### config.mk
export PLATFORM = sky130hd
export DESIGN_NAME = reset_and_code_protect_unit
export DESIGN_NICKNAME = d
export VERILOG_FILES = /design/src/rcp_pkg.sv /design/src/clear_pin_if.sv /design/src/reset_and_code_protect_unit.sv /design/src/clear_pin_filter.sv
export SDC_FILE = /design/constraint.sdc
export NUM_CORES = 1
export LEC_CHECK = 0
export BUFFER_PORTS_ARGS = -buffer_cell sky130_fd_sc_hd__buf_2
export CORE_UTILIZATION = 53
export CTS_CLUSTER_DIAMETER = 120
export DETAILED_ROUTE_END_ITERATION = 8
export PLACE_DENSITY = 0.87
export RECOVER_POWER = 100
export SKIP_LAST_GASP = 1
export SYNTH_ARGS = -nofsm -noshare
export SYNTH_HDL_FRONTEND = slang
export SYNTH_SLANG_ARGS = --single-unit
### constraint.sdc
create_clock -name pclk -period 4.5 [get_ports pclk]
set_input_delay 0.45 -clock pclk [delete_from_list [all_inputs] [get_ports pclk]]
set_output_delay 0.45 -clock pclk [all_outputs]
set_load 0.05 [all_outputs]
### src/rcp_pkg.sv
// Constants, register map and types shared by the reset and protection unit
package rcp_pkg;
  localparam int unsigned CLK_PERIOD_NS = 4;
  localparam int unsigned CLK_MHZ = 250;

  // Timing figures and derived cycle counts
  localparam int unsigned BOR_TIME_NS = 100000;
  localparam int unsigned BOR_CYC = (BOR_TIME_NS + CLK_PERIOD_NS - 1) / CLK_PERIOD_NS;
  localparam int unsigned POWERUP_TIMER_TIME_US = 64000;
  localparam int unsigned POWERUP_TIMER_CYC = POWERUP_TIMER_TIME_US * CLK_MHZ;
  localparam int unsigned CLR_FILT_NS = 200;
  localparam int unsigned CLR_FILT_CYC = (CLR_FILT_NS + CLK_PERIOD_NS - 1) / CLK_PERIOD_NS;
  localparam int unsigned OST_CYC = 1024;
  localparam int unsigned TMR_W = 24;
  localparam int unsigned BORC_W = 16;
  localparam int unsigned FILT_W = 8;

  // Register indices; byte address is four times the index
  localparam logic [7:0] IDX_RESET_CAUSE = 8'h8E;
  localparam logic [7:0] IDX_SEQ_STATUS = 8'h8F;
  localparam logic [31:0] ADDR_RESET_CAUSE = {22'h000000, IDX_RESET_CAUSE, 2'h0};
  localparam logic [31:0] ADDR_SEQ_STATUS = {22'h000000, IDX_SEQ_STATUS, 2'h0};

  // Field positions of the reset cause register
  localparam int unsigned POR_BIT = 1;
  localparam int unsigned BOR_BIT = 0;
  localparam logic [1:0] CAUSE_RESET = 2'h0;

  // Program memory map
  localparam int unsigned PADDR_W = 14;
  localparam logic [13:0] PROG_TOP = 14'h0FFF;
  localparam logic [13:0] ID_FIRST = 14'h2000;
  localparam logic [13:0] ID_LAST = 14'h2003;
  localparam logic [13:0] WP_TOP_256 = 14'h00FF;
  localparam logic [13:0] WP_TOP_512 = 14'h01FF;
  localparam logic [13:0] WP_TOP_1K = 14'h03FF;
  localparam logic [1:0] WP_NONE = 2'h3;
  localparam logic [1:0] WP_SEL_256 = 2'h2;
  localparam logic [1:0] WP_SEL_512 = 2'h1;
  localparam int unsigned WORD_W = 14;

  typedef enum logic [2:0] {
    S_POR = 3'b000,
    S_SUPPLY = 3'b001,
    S_POWERUP_TIMER = 3'b010,
    S_OST = 3'b011,
    S_PIN = 3'b100,
    S_RUN = 3'b101
  } seq_t;
endpackage : rcp_pkg

### src/clear_pin_if.sv
// Carrier between the clear pin filter and the sequencer
`timescale 1ns/1ns
interface clear_pin_if;
  logic pin_raw;
  logic enable;
  logic clean_low;
  modport filter (input pin_raw, input enable, output clean_low);
  modport user (output pin_raw, output enable, input clean_low);
endinterface : clear_pin_if

### src/reset_and_code_protect_unit.sv
// Reset sequencer, reset cause flags and program memory protection
// Function
// RQ1: Code protect blocks external memory access
// RQ2: Core fetches and reads never blocked
// RQ3: Write-protect field sizes refused self-write region
// RQ4: ID words only in program/verify mode
// RQ5: Accept power-on, brown-out, watchdog, clear resets
// RQ6: Retained registers cleared only on power-on
// RQ7: Watchdog in sleep wakes, no register reset
// RQ8: Update reset cause flags per source
// RQ9: Filter glitches on clear pin
// RQ10: Watchdog reset never drives clear pin
// RQ11: Clear pin enable selects external reset
// RQ12: Brown-out enable gates brown-out reset
// RQ13: Brown-out only after 100 us low
// RQ14: Hold reset until supply good, then timer
// RQ15: Brown-out during timer restarts full delay
// RQ16: Timer config bit is active low
// RQ17: Power-up timer counts 64 ms, parameter
// RQ18: Brown-out ignored when disabled or asleep
// RQ19: Missed watchdog clear resets and flags
// RQ20: Run only after timers and pin release
// RQ21: No timer when disabled; pin release runs
// RQ22: Reset cause register at index 8Eh
// RQ23: Power-on flag reads 0, software sets it
// RQ24: Sources merged, released on clock edge
//
// Local design decision: the APB register port.
`timescale 1ns/1ns
module reset_and_code_protect_unit
  import rcp_pkg::*;
#(
  parameter int unsigned POWERUP_TIMER_CYCLES = POWERUP_TIMER_CYC,
  parameter int unsigned BOR_CYCLES = BOR_CYC
)(
  input wire logic pclk,
  input wire logic presetn,
  // APB slave
  input wire logic psel,
  input wire logic penable,
  input wire logic pwrite,
  input wire logic [31:0] paddr,
  input wire logic [31:0] pwdata,
  output logic [31:0] prdata,
  output logic pready,
  output logic pslverr,
  // Supply monitor
  input wire logic poweron_detect,
  input wire logic below_brownout_threshold,
  // Clear pin, never driven
  input wire logic master_clear_n_in,
  output logic master_clear_n_out,
  output logic master_clear_n_oe,
  // Configuration word
  input wire logic code_protect_n,
  input wire logic [1:0] self_write_protect_sel,
  input wire logic ext_clear_pin_enable,
  input wire logic brownout_enable,
  input wire logic powerup_timer_disable_n,
  // Core and watchdog
  input wire logic sleeping,
  input wire logic sleep_enter,
  input wire logic watchdog_clear_instruction,
  input wire logic watchdog_timeout,
  output logic core_reset_n,
  output logic retained_reset_n,
  output logic core_wake,
  output logic timeout_flag_n,
  output logic powerdown_flag_n,
  // Program memory access
  input wire logic prog_verify_mode,
  input wire logic ext_rd_req,
  input wire logic ext_wr_req,
  input wire logic [PADDR_W-1:0] ext_addr,
  input wire logic [WORD_W-1:0] mem_rdata,
  output logic ext_wr_allow,
  output logic ext_rd_allow,
  output logic [WORD_W-1:0] ext_rdata,
  input wire logic [PADDR_W-1:0] core_rd_addr,
  output logic core_rd_allow,
  input wire logic self_wr_req,
  input wire logic [PADDR_W-1:0] self_wr_addr,
  output logic self_wr_allow,
  output logic self_wr_refused
);
  typedef struct packed {
    seq_t state;
    logic [TMR_W-1:0] tmr;
    logic [BORC_W-1:0] borc;
    logic powerup_timer_armed;
    logic por_flag;
    logic bor_flag;
    logic to_n;
    logic pd_n;
    logic core_rst_n;
    logic ret_rst_n;
    logic wake;
    logic pdet_seen;
    logic ready;
    logic slverr;
    logic [31:0] rdata;
    logic [WORD_W-1:0] ext_rdata;
    logic wr_refused;
  } unit_st_t;

  unit_st_t st_q;
  unit_st_t st_d;
  clear_pin_if cp_if ();

  logic brownout_event;
  logic clear_low;
  logic wdt_reset;
  logic wdt_wake;
  logic clr_reset;
  logic prog_range;
  logic id_range;
  logic ext_ok;
  logic [PADDR_W-1:0] wp_top;
  logic wp_hit;
  logic apb_setup;
  logic apb_commit;
  logic hit_cause;
  logic hit_status;
  logic [31:0] rd_val;

  assign cp_if.pin_raw = master_clear_n_in;
  assign cp_if.enable = ext_clear_pin_enable; // [RQ11]
  assign clear_low = cp_if.clean_low;

  clear_pin_filter u_clear_pin_filter (
    .pclk(pclk),
    .presetn(presetn),
    .cp(cp_if.filter)
  );

  // Reset source decode
  assign brownout_event = (st_q.borc == BORC_W'(BOR_CYCLES - 1)) && below_brownout_threshold; // [RQ13]
  assign wdt_reset = watchdog_timeout && !sleeping && (st_q.state == S_RUN); // [RQ19]
  assign wdt_wake = watchdog_timeout && sleeping && (st_q.state == S_RUN); // [RQ7]
  assign clr_reset = clear_low && (st_q.state == S_RUN); // [RQ5]

  // Memory protection
  assign prog_range = (ext_addr <= PROG_TOP);
  assign id_range = (ext_addr >= ID_FIRST) && (ext_addr <= ID_LAST);
  assign ext_ok = prog_verify_mode && ((prog_range && code_protect_n) || id_range); // [RQ1] [RQ4]
  assign ext_wr_allow = ext_wr_req && ext_ok;
  assign ext_rd_allow = ext_rd_req && ext_ok;
  assign core_rd_allow = (core_rd_addr <= PROG_TOP); // [RQ2] [RQ4]

  always_comb begin
    if (self_write_protect_sel == WP_SEL_256) begin
      wp_top = WP_TOP_256;
    end else if (self_write_protect_sel == WP_SEL_512) begin
      wp_top = WP_TOP_512;
    end else begin
      wp_top = WP_TOP_1K;
    end
  end
  assign wp_hit = (self_write_protect_sel != WP_NONE) && (self_wr_addr <= wp_top); // [RQ3]
  assign self_wr_allow = self_wr_req && !wp_hit && (self_wr_addr <= PROG_TOP);

  // APB decode
  assign apb_setup = psel && penable && !st_q.ready;
  assign apb_commit = psel && penable && st_q.ready;
  assign hit_cause = (paddr == ADDR_RESET_CAUSE); // [RQ22]
  assign hit_status = (paddr == ADDR_SEQ_STATUS);

  always_comb begin
    rd_val = 32'h0000_0000;
    if (hit_cause) begin
      rd_val[POR_BIT] = st_q.por_flag;
      rd_val[BOR_BIT] = st_q.bor_flag;
    end else if (hit_status) begin
      rd_val[2:0] = st_q.state;
      rd_val[3] = st_q.pd_n;
      rd_val[4] = st_q.to_n;
      rd_val[5] = st_q.powerup_timer_armed;
    end
  end

  always_comb begin
    st_d = st_q;
    st_d.wake = 1'b0;
    st_d.wr_refused = self_wr_req && wp_hit; // [RQ3]
    st_d.pdet_seen = poweron_detect;

    // Bus side: one wait cycle, data from flip-flops
    st_d.ready = apb_setup;
    if (apb_setup) begin
      st_d.rdata = pwrite ? 32'h0000_0000 : rd_val;
      st_d.slverr = !(hit_cause || hit_status) || (pwrite && hit_status);
    end else begin
      st_d.slverr = 1'b0;
    end
    if (apb_commit && pwrite && hit_cause) begin
      st_d.por_flag = pwdata[POR_BIT]; // [RQ23]
      st_d.bor_flag = pwdata[BOR_BIT];
    end

    // Read data gated by protection
    if (ext_rd_req) begin
      st_d.ext_rdata = ext_ok ? mem_rdata : '0; // [RQ1]
    end

    // Core status flag events from the core
    if (watchdog_clear_instruction) begin
      st_d.to_n = 1'b1;
      st_d.pd_n = 1'b1;
    end
    if (sleep_enter) begin
      st_d.to_n = 1'b1;
      st_d.pd_n = 1'b0;
    end

    // Brown-out qualification counter
    if (below_brownout_threshold && brownout_enable && !sleeping) begin // [RQ12] [RQ18]
      if (st_q.borc != BORC_W'(BOR_CYCLES - 1)) begin
        st_d.borc = st_q.borc + BORC_W'(1);
      end
    end else begin
      st_d.borc = '0;
    end

    // Sequencer
    st_d.core_rst_n = 1'b0;
    st_d.ret_rst_n = 1'b1;
    case (st_q.state)
      S_POR: begin
        st_d.ret_rst_n = 1'b0; // [RQ6]
        st_d.tmr = '0;
        if (!poweron_detect) begin
          st_d.state = S_SUPPLY;
        end
      end
      S_SUPPLY: begin
        st_d.tmr = '0;
        if (!below_brownout_threshold || !brownout_enable) begin // [RQ14]
          if (st_q.powerup_timer_armed && !powerup_timer_disable_n) begin // [RQ16]
            st_d.state = S_POWERUP_TIMER;
          end else begin
            st_d.state = S_OST; // [RQ21]
          end
        end
      end
      S_POWERUP_TIMER: begin
        if (st_q.tmr == TMR_W'(POWERUP_TIMER_CYCLES - 1)) begin // [RQ17]
          st_d.tmr = '0;
          st_d.state = S_OST;
        end else begin
          st_d.tmr = st_q.tmr + TMR_W'(1);
        end
      end
      S_OST: begin
        if (st_q.tmr == TMR_W'(OST_CYC - 1)) begin
          st_d.tmr = '0;
          st_d.state = S_PIN;
        end else begin
          st_d.tmr = st_q.tmr + TMR_W'(1);
        end
      end
      S_PIN: begin
        if (!clear_low) begin // [RQ20]
          st_d.state = S_RUN;
          st_d.powerup_timer_armed = 1'b0;
          st_d.core_rst_n = 1'b1;
        end
      end
      S_RUN: begin
        st_d.core_rst_n = 1'b1;
        if (wdt_reset) begin
          st_d.to_n = 1'b0; // [RQ8] [RQ19]
          st_d.state = S_SUPPLY;
          st_d.core_rst_n = 1'b0;
        end else if (wdt_wake) begin
          st_d.to_n = 1'b0; // [RQ7] [RQ8]
          st_d.pd_n = 1'b0;
          st_d.wake = 1'b1;
        end else if (clr_reset) begin
          if (sleeping) begin
            st_d.to_n = 1'b1; // [RQ8]
            st_d.pd_n = 1'b0;
          end
          st_d.state = S_PIN;
          st_d.core_rst_n = 1'b0;
        end
      end
      default: begin
        st_d.state = S_POR;
      end
    endcase

    // Brown-out wins over everything but power-on
    if (brownout_event && (st_q.state != S_POR)) begin
      st_d.state = S_SUPPLY; // [RQ15]
      st_d.tmr = '0;
      st_d.powerup_timer_armed = 1'b1;
      st_d.bor_flag = 1'b0; // [RQ8]
      st_d.to_n = 1'b1;
      st_d.pd_n = 1'b1;
      st_d.core_rst_n = 1'b0;
      st_d.wake = 1'b0;
    end

    // Power-on detector, synchronised, highest priority
    if (st_q.pdet_seen) begin // [RQ24] [RQ18]
      st_d.state = S_POR;
      st_d.tmr = '0;
      st_d.powerup_timer_armed = 1'b1;
      st_d.por_flag = 1'b0; // [RQ8] [RQ23]
      st_d.to_n = 1'b1;
      st_d.pd_n = 1'b1;
      st_d.core_rst_n = 1'b0;
      st_d.ret_rst_n = 1'b0;
      st_d.wake = 1'b0;
    end
  end

  always_ff @(posedge pclk or negedge presetn) begin
    if (!presetn) begin
      st_q <= '{state: S_POR, tmr: '0, borc: '0, powerup_timer_armed: 1'b1, por_flag: CAUSE_RESET[POR_BIT],
                bor_flag: CAUSE_RESET[BOR_BIT], to_n: 1'b1, pd_n: 1'b1, core_rst_n: 1'b0,
                ret_rst_n: 1'b0, wake: 1'b0, pdet_seen: 1'b0, ready: 1'b0,
                slverr: 1'b0, rdata: 32'h0000_0000, ext_rdata: '0, wr_refused: 1'b0};
    end else begin
      st_q <= st_d;
    end
  end

  assign prdata = st_q.rdata;
  assign pready = st_q.ready;
  assign pslverr = st_q.slverr && st_q.ready;
  assign master_clear_n_out = 1'b0;
  assign master_clear_n_oe = 1'b0; // [RQ10]
  assign core_reset_n = st_q.core_rst_n;
  assign retained_reset_n = st_q.ret_rst_n;
  assign core_wake = st_q.wake;
  assign timeout_flag_n = st_q.to_n;
  assign powerdown_flag_n = st_q.pd_n;
  assign ext_rdata = st_q.ext_rdata;
  assign self_wr_refused = st_q.wr_refused;
endmodule : reset_and_code_protect_unit

### src/clear_pin_filter.sv
// Synchroniser and glitch filter for the external clear pin
`timescale 1ns/1ns
module clear_pin_filter
  import rcp_pkg::*;
(
  input wire logic pclk,
  input wire logic presetn,
  clear_pin_if.filter cp
);
  typedef struct packed {
    logic s1;
    logic s2;
    logic low;
    logic [FILT_W-1:0] cnt;
  } filt_st_t;

  filt_st_t st_q;
  filt_st_t st_d;

  always_comb begin
    st_d = st_q;
    st_d.s1 = cp.pin_raw;
    st_d.s2 = st_q.s1;
    // Output flips only after the new level holds for the whole window; clearing enable clears it at once
    if (!cp.enable) begin
      st_d.low = 1'b0;
      st_d.cnt = '0;
    end else if ((!st_q.s2) == st_q.low) begin
      st_d.cnt = '0;
    end else if (st_q.cnt == FILT_W'(CLR_FILT_CYC - 1)) begin
      st_d.low = !st_q.s2; // [RQ9]
      st_d.cnt = '0;
    end else begin
      st_d.cnt = st_q.cnt + FILT_W'(1);
    end
  end

  always_ff @(posedge pclk or negedge presetn) begin
    if (!presetn) begin
      st_q <= '{s1: 1'b1, s2: 1'b1, low: 1'b0, cnt: '0};
    end else begin
      st_q <= st_d;
    end
  end

  assign cp.clean_low = st_q.low;
endmodule : clear_pin_filter

== After elaboration in Yosys (flattened, before gate mapping) ==
Cells that the tools add are included.
Storage, ports and cells
  register bits: 112
  output and inout port bits: 60
Operators by class
  $add $sub $neg: 3
  order comparisons: 6
  equality and inequality tests: 27
  muxes and demuxes: 54
  reductions and logical operators: 48
Operator list (number)
  case mux 24 bit (3 select lines): 1
  equality test 32 x 10 -> 1 bit (second input constant): 2
  two-way mux 27 bit: 2
  two-way mux 24 bit: 2
  less-or-equal comparator 14 x 12 -> 1 bit (second input constant): 3
  two-way mux 16 bit: 2
  two-way mux 14 bit: 2
  two-way mux 3 bit: 9
  logical AND 1 bit: 26
  adder 24 x 1 -> 24 bit (second input constant): 1
  equality test 24 x 10 -> 1 bit (second input constant): 1
  equality test 24 bit (second input constant): 1
  != test 4 bit (second input constant): 5
  case mux 3 bit (6 select lines): 1
  two-way mux 1 bit: 17
  adder 16 x 1 -> 16 bit (second input constant): 1
  equality test 16 x 15 -> 1 bit (second input constant): 1
  two-way mux 2 bit: 8
  two-way mux 8 bit: 2
  != test 16 x 15 -> 1 bit (second input constant): 1
  greater-or-equal comparator 14 bit (second input constant): 1
  less-or-equal comparator 14 bit: 1
  less-or-equal comparator 14 bit (second input constant): 1
  two-way mux 6 bit: 2
  26 further kinds: 45

== Logic depth before layout (Yosys ltp) ==
  depth after elaboration: 9
  gate-level depth with buffers: 8
  gate-level depth less buffers: 8

== Cells and area by module ==
From an unflattened synthesis, not the netlist that was laid out.
Unflattened totals
  cells, all modules: 505
  area, all modules: 4735.8 um2
Modules (own cells, without submodules)
  reset_and_code_protect_unit: times used 1, cells an instance 460, area an instance 4240.3 um2, seq. area each 1880.6 um2
  clear_pin_filter: times used 1, cells an instance 45, area an instance 495.5 um2, seq. area each 277.8 um2

== Least setup slack after synthesis ==
Ideal clock, no wire load.
  path kind: input to output
  start point: in ext_addr[4]
  end point: out ext_rd_allow
  arrival time: 1.957 ns
  setup slack: 2.093 ns
  stages on the path: 6
  cells stage by stage: nor4_1 -> nand4_1 -> o21ai_0 -> nand3b_1 -> clkbuf_1 -> nor2_1
Between the ends
  longest elaborated chain between the ends: 5
  elaborated cells on any way between the ends: 8
  classes of those cells: order compare: 3; reduce/logical: 5
Ends and longest elaborated chain
  start: declaration: line reset_and_code_protect_unit.sv:74  | input wire logic [PADDR_W-1:0] ext_addr,
  less-or-equal comparator 14 x 12 -> 1 bit, or another cell as far along: line reset_and_code_protect_unit.sv:143  | assign prog_range = (ext_addr <= PROG_TOP);
  logical AND 1 bit (on tied branches): line reset_and_code_protect_unit.sv:145, reset_and_code_protect_unit.sv:144
  logical OR 1 bit *: line reset_and_code_protect_unit.sv:145  | assign ext_ok = prog_verify_mode && ((prog_range && code_protect_n) || id_range);
  logical AND 1 bit *: line reset_and_code_protect_unit.sv:145
  logical AND 1 bit *: line reset_and_code_protect_unit.sv:147  | assign ext_rd_allow = ext_rd_req && ext_ok;
  end: declaration: line reset_and_code_protect_unit.sv:77  | output logic ext_rd_allow,
Mark *: on every way between the ends. The rest lies on a longest branch, timed or not.

== Final worst setup path ==
  start point: reg st_q[67] (netlist name)
  end point: reg st_q[91] (netlist name)
Between the ends
  longest elaborated chain between the ends: 5
  elaborated cells on any way between the ends: 6
  classes of those cells: eq/ne: 1; mux: 2; reduce/logical: 3
Ends and longest elaborated chain
  start: declaration: line reset_and_code_protect_unit.sv:106  | unit_st_t st_q;
  start signal: assignment: line reset_and_code_protect_unit.sv:320  | st_q <= '{state: S_POR, tmr: '0, borc: '0, powerup_timer_armed: 1'b1, por_flag: CAUSE_RESET[POR_BIT],
  start signal: assignment: line reset_and_code_protect_unit.sv:325  | st_q <= st_d;
  equality test 16 x 15 -> 1 bit *: line reset_and_code_protect_unit.sv:137  | assign brownout_event = (st_q.borc == BORC_W'(BOR_CYCLES - 1)) && below_brownout_threshold;
  logical AND 1 bit *: line reset_and_code_protect_unit.sv:137
  logical AND 1 bit *: line reset_and_code_protect_unit.sv:293  | if (brownout_event && (st_q.state != S_POR)) begin
  two-way mux 27 bit: line reset_and_code_protect_unit.sv:293
  two-way mux 27 bit: line reset_and_code_protect_unit.sv:305  | if (st_q.pdet_seen) begin
Marked as above.
A chain may end at the register's enable or synchronous reset.

==> summary.txt <==
Floorplanning
  – Core Footprint: 0.00885 mm2
  – Num rows: 34
  – Die Y: 98.1 um
  – Die W: 98.1 um
  – Ports: 202
  – Full die area: 0.00962 mm2
  – Starting Density: 0.553

STA
  – Final setup margin: 1340 ps
  – Setup Skew: 7.52 ps
  – Period utilization: 0.703
  – Fin crit period: 3160 ps
  – Slew HR: -0.392
  – Final Slew Violations: 121
  – Least-Margin Pin Slew: 2090 ps
  – Setup violators final: 0
  – RSZ-0062 raised after global routing: no
  – Final hold vios: 0
  – Final setup TNS: 0 ps
  – Max Fclk: 316 MHz

Finish
  – Antenna cells: 0
  – FF/Latch Area: 0.00216 mm2
  – Final #Nets: 757
  – Ratio of cells with drive above 1 in the final layout: 0.201
  – Finished Core Util: 0.621
  – Area of the multi-input gates: 0.00232 mm2
  – Filler cells: 767
  – P&R area growth vs syn: 12.2%

Placement
  – Post-DP HPWL: 7590 um
  – Post-place setup slack: 1550 ps
  – Final weighted congestion in routability-driven placement: 0.865
  – Port Buffers: 129

CTS
  – PostCTS Resize Cnt: 0
  – TritonCTS clock tree: yes
  – Hold-fix buffers at CTS: 0
  – CTS sink cnt: 86
  – Worst-path clk slew: 80 ps
  – Max H-tree Level: 3
  – Skew-Pair Late Insertion Delay: 360 ps
  – CTS Buf Count: 9
  – Post-CTS Setup Bufs: 0
  – Root buf cell: clkbuf_8
  – CTS max path bufs: 2

Route
  – Via-per-instance ratio: 5.76
  – Wire per inst: 14.9 um
  – ANT nets after route: 0
  – DR pass1 iterations: 6
  – DR DRC count: 11
  – Final WL: 10,700 um
  – Vias: 4,146
  – DR iter-0 viols: 234

Synthesis
  – Yosys warnings: 0
  – Register bit total from synthesis: 86
  – Sequential-to-total area share from yosys stat: 0.441
  – Cell count after synthesis: 508
  – Post-synth cell types: 55
  – Mapped cell area: 0.00489 mm2
  – Synth area leaders: dfrtp_1, buf_4, nand2_1
  – Synth top area share: 0.414
  – Synth Flop Type: dfrtp_1
  – Average instance area after synthesis: 9.64 um2
  – Synth area leader: dfrtp_1
  – Fraction of registers with async set/reset: 1.00
  – Top post-synthesis cells by count: dfrtp_1, buf_4, nand2_1
  – Top-count cell post-synth: dfrtp_1
  – Post-synth EDFFs: 0

Power
  – Comb pwr share: 0.193
  – Power Internal: 0.00124 W
  – Static Leak: 2.46 nW
  – Sequential share of power: 0.474
  – Worst IR drop on VDD: 0.000222 V
  – Switching part of the total power: 0.316
  – Psw: 0.000575 W
  – Part of the power in the clock network: 0.333
  – Pwr Density: 331 mW/mm2

Hold path
  – Worst hold path type: input pin to flip-flop

Global route
  – Gr ovfl total: 0
  – Vias in the first global route: 3,986
  – Pin count of the biggest net entering global routing: 87
  – Met1 Resource Use GR: 0.277
  – Met2 usage: 0.385
  – GRT Max-Usage Layer: met2
  – First-pass GRT wire length: 17,800 um
  – GRT met3 Usage: 0.0587
  – Initial antenna violation count: 0
  – Total track usage: 0.226

Setup path
  – Crit path DAT: 3430 ps
  – WP data required: 4760 ps
  – Critical path type: flip-flop to flip-flop
  – Max Fanout on Critical Path: 33
  – Slowest-stage cell, CP: nor4_4
  – Cell Chain, Critical Path: or4_1 -> nor4_4 -> a211oi_2 -> or4_1 -> a211oi_1
  – Most common cell on crit path: or4_1
  – CP endpoint kind: flip-flop
  – CP max stage delay: 650 ps
  – Startpoint Class: flip-flop

Job
  – Max_cap viols: 2

Outcome
  – Violated checks: design-rule violations, max-capacitance violations, max-slew violations
  – Status: finished with violations
power by group through the flow:
stage | clock network, W | registers [W] | logic [W]
global placement | 0 | 0.000872 | 0.000348
global route | 0.000642 | 0.000868 | 0.000379
detailed placement | 0 | 0.000875 | 0.000357
CTS | 0.000616 | 0.000860 | 0.000360
finish | 0.000606 | 0.000862 | 0.000350
floorplan | 0 | 0.000858 | 0.000278
state kept, by name, indices dropped and copies added (netlist names):
name / cells
retained_reset_n: 1
timeout_flag_n: 1
st_q: 48
u_clear_pin_filter.cp.clean_low: 1
ext_rdata: 14
core_reset_n: 1
powerdown_flag_n: 1
pready: 1
u_clear_pin_filter.st_d: 1
core_wake: 1
u_clear_pin_filter.st_q: 9
prdata: 6
self_wr_refused: 1
cells by family after synthesis:
kind of cell             after synthesis  synth area share
flip-flops                            86             0.441
XOR/XNOR                              19            0.0340
AO/OA/AOI/OAI                        104             0.163
adder cells (fa/ha/maj)                8            0.0205
other                                  1          0.000766
AND/OR/NAND/NOR                      202             0.226
buffers and inverters                 81            0.0999
multiplexers                           7            0.0148
layer usage:
layer	share of wire	vias up	routed length, um
li1	-	1997	-
met1	0.43	1975	4590
met2	0.49	153	5290
met3	0.061	21	652
met4	0.019	0	201
met5	0	-	0
cells in the final DEF (no fill, tap or decap), types with 4 or more instances in the layout:
cell	count
a211oi_1	17
a21o_1	6
a21oi_1	11
a22o_1	8
and3_1	10
and4_1	9
buf_2	95
clkbuf_1	34
clkbuf_8	10
conb_1	28
dfrtp_1	81
dfstp_2	5
ha_1	8
inv_1	12
mux2i_1	5
nand2_1	46
nand3_1	16
nand4_1	12
nor2_1	40
nor2b_1	4
nor3_1	10
nor3b_1	5
nor4_1	11
nor4b_1	4
o21ai_0	14
o2bb2ai_1	15
o31ai_1	16
or3_1	8
or4_1	14
xnor2_1	8
xor2_1	11
cell type report:
type                            instances  share of cell area
Tap cell                              108              0.0246
Sequential cell                        86               0.393
Inverter                               12             0.00820
Clock inverter                          5              0.0148
Clock buffer                           11              0.0257
Multi-Input combinational cell        368               0.422
Timing Repair Buffer                  130               0.111
stage by stage:
| stage | instance area (um2) | total power, W | cells | hold slack [ps] |
|---|---|---|---|---|
| after floorplan | 5000 | 0.00114 | 535 | 154 |
| after global placement | 5350 | 0.00122 | 704 | 346 |
| after global routing | 5490 | 0.00189 | 720 | 171 |
| final | 5490 | 0.00182 | 720 | 181 |
| after detailed placement | 5350 | 0.00123 | 704 | 347 |
| after CTS | 5570 | 0.00184 | 720 | 175 |
path summary, 6_finish.rpt:
check	start	to	slack (ps)	depth (start not counted)
max	st_q[67]$_DFFE_PN0P_	st_q[91]$_DFFE_PN0P_	1340	5
max reg2reg	st_q[67]$_DFFE_PN0P_	st_q[91]$_DFFE_PN0P_	1340	5
min	master_clear_n_in	u_clear_pin_filter.st_d[9]$_DFF_PN1_	180	1
min reg2reg	u_clear_pin_filter.st_d[9]$_DFF_PN1_	u_clear_pin_filter.st_q[9]$_DFF_PN1_	360	0
max in group asynchronous	presetn	st_q[100]$_DFFE_PN0P_	2610	1
min in group asynchronous	presetn	prdata[1]$_DFFE_PN0P_	690	1
critical path, delay by kind of cell (launching register included):
kind | cells | cell delay, ps
AND/OR/NAND/NOR | 3 | 1870
flip-flops | 1 | 420
AO/OA/AOI/OAI | 2 | 770
(Power assumes the default switching activity.)
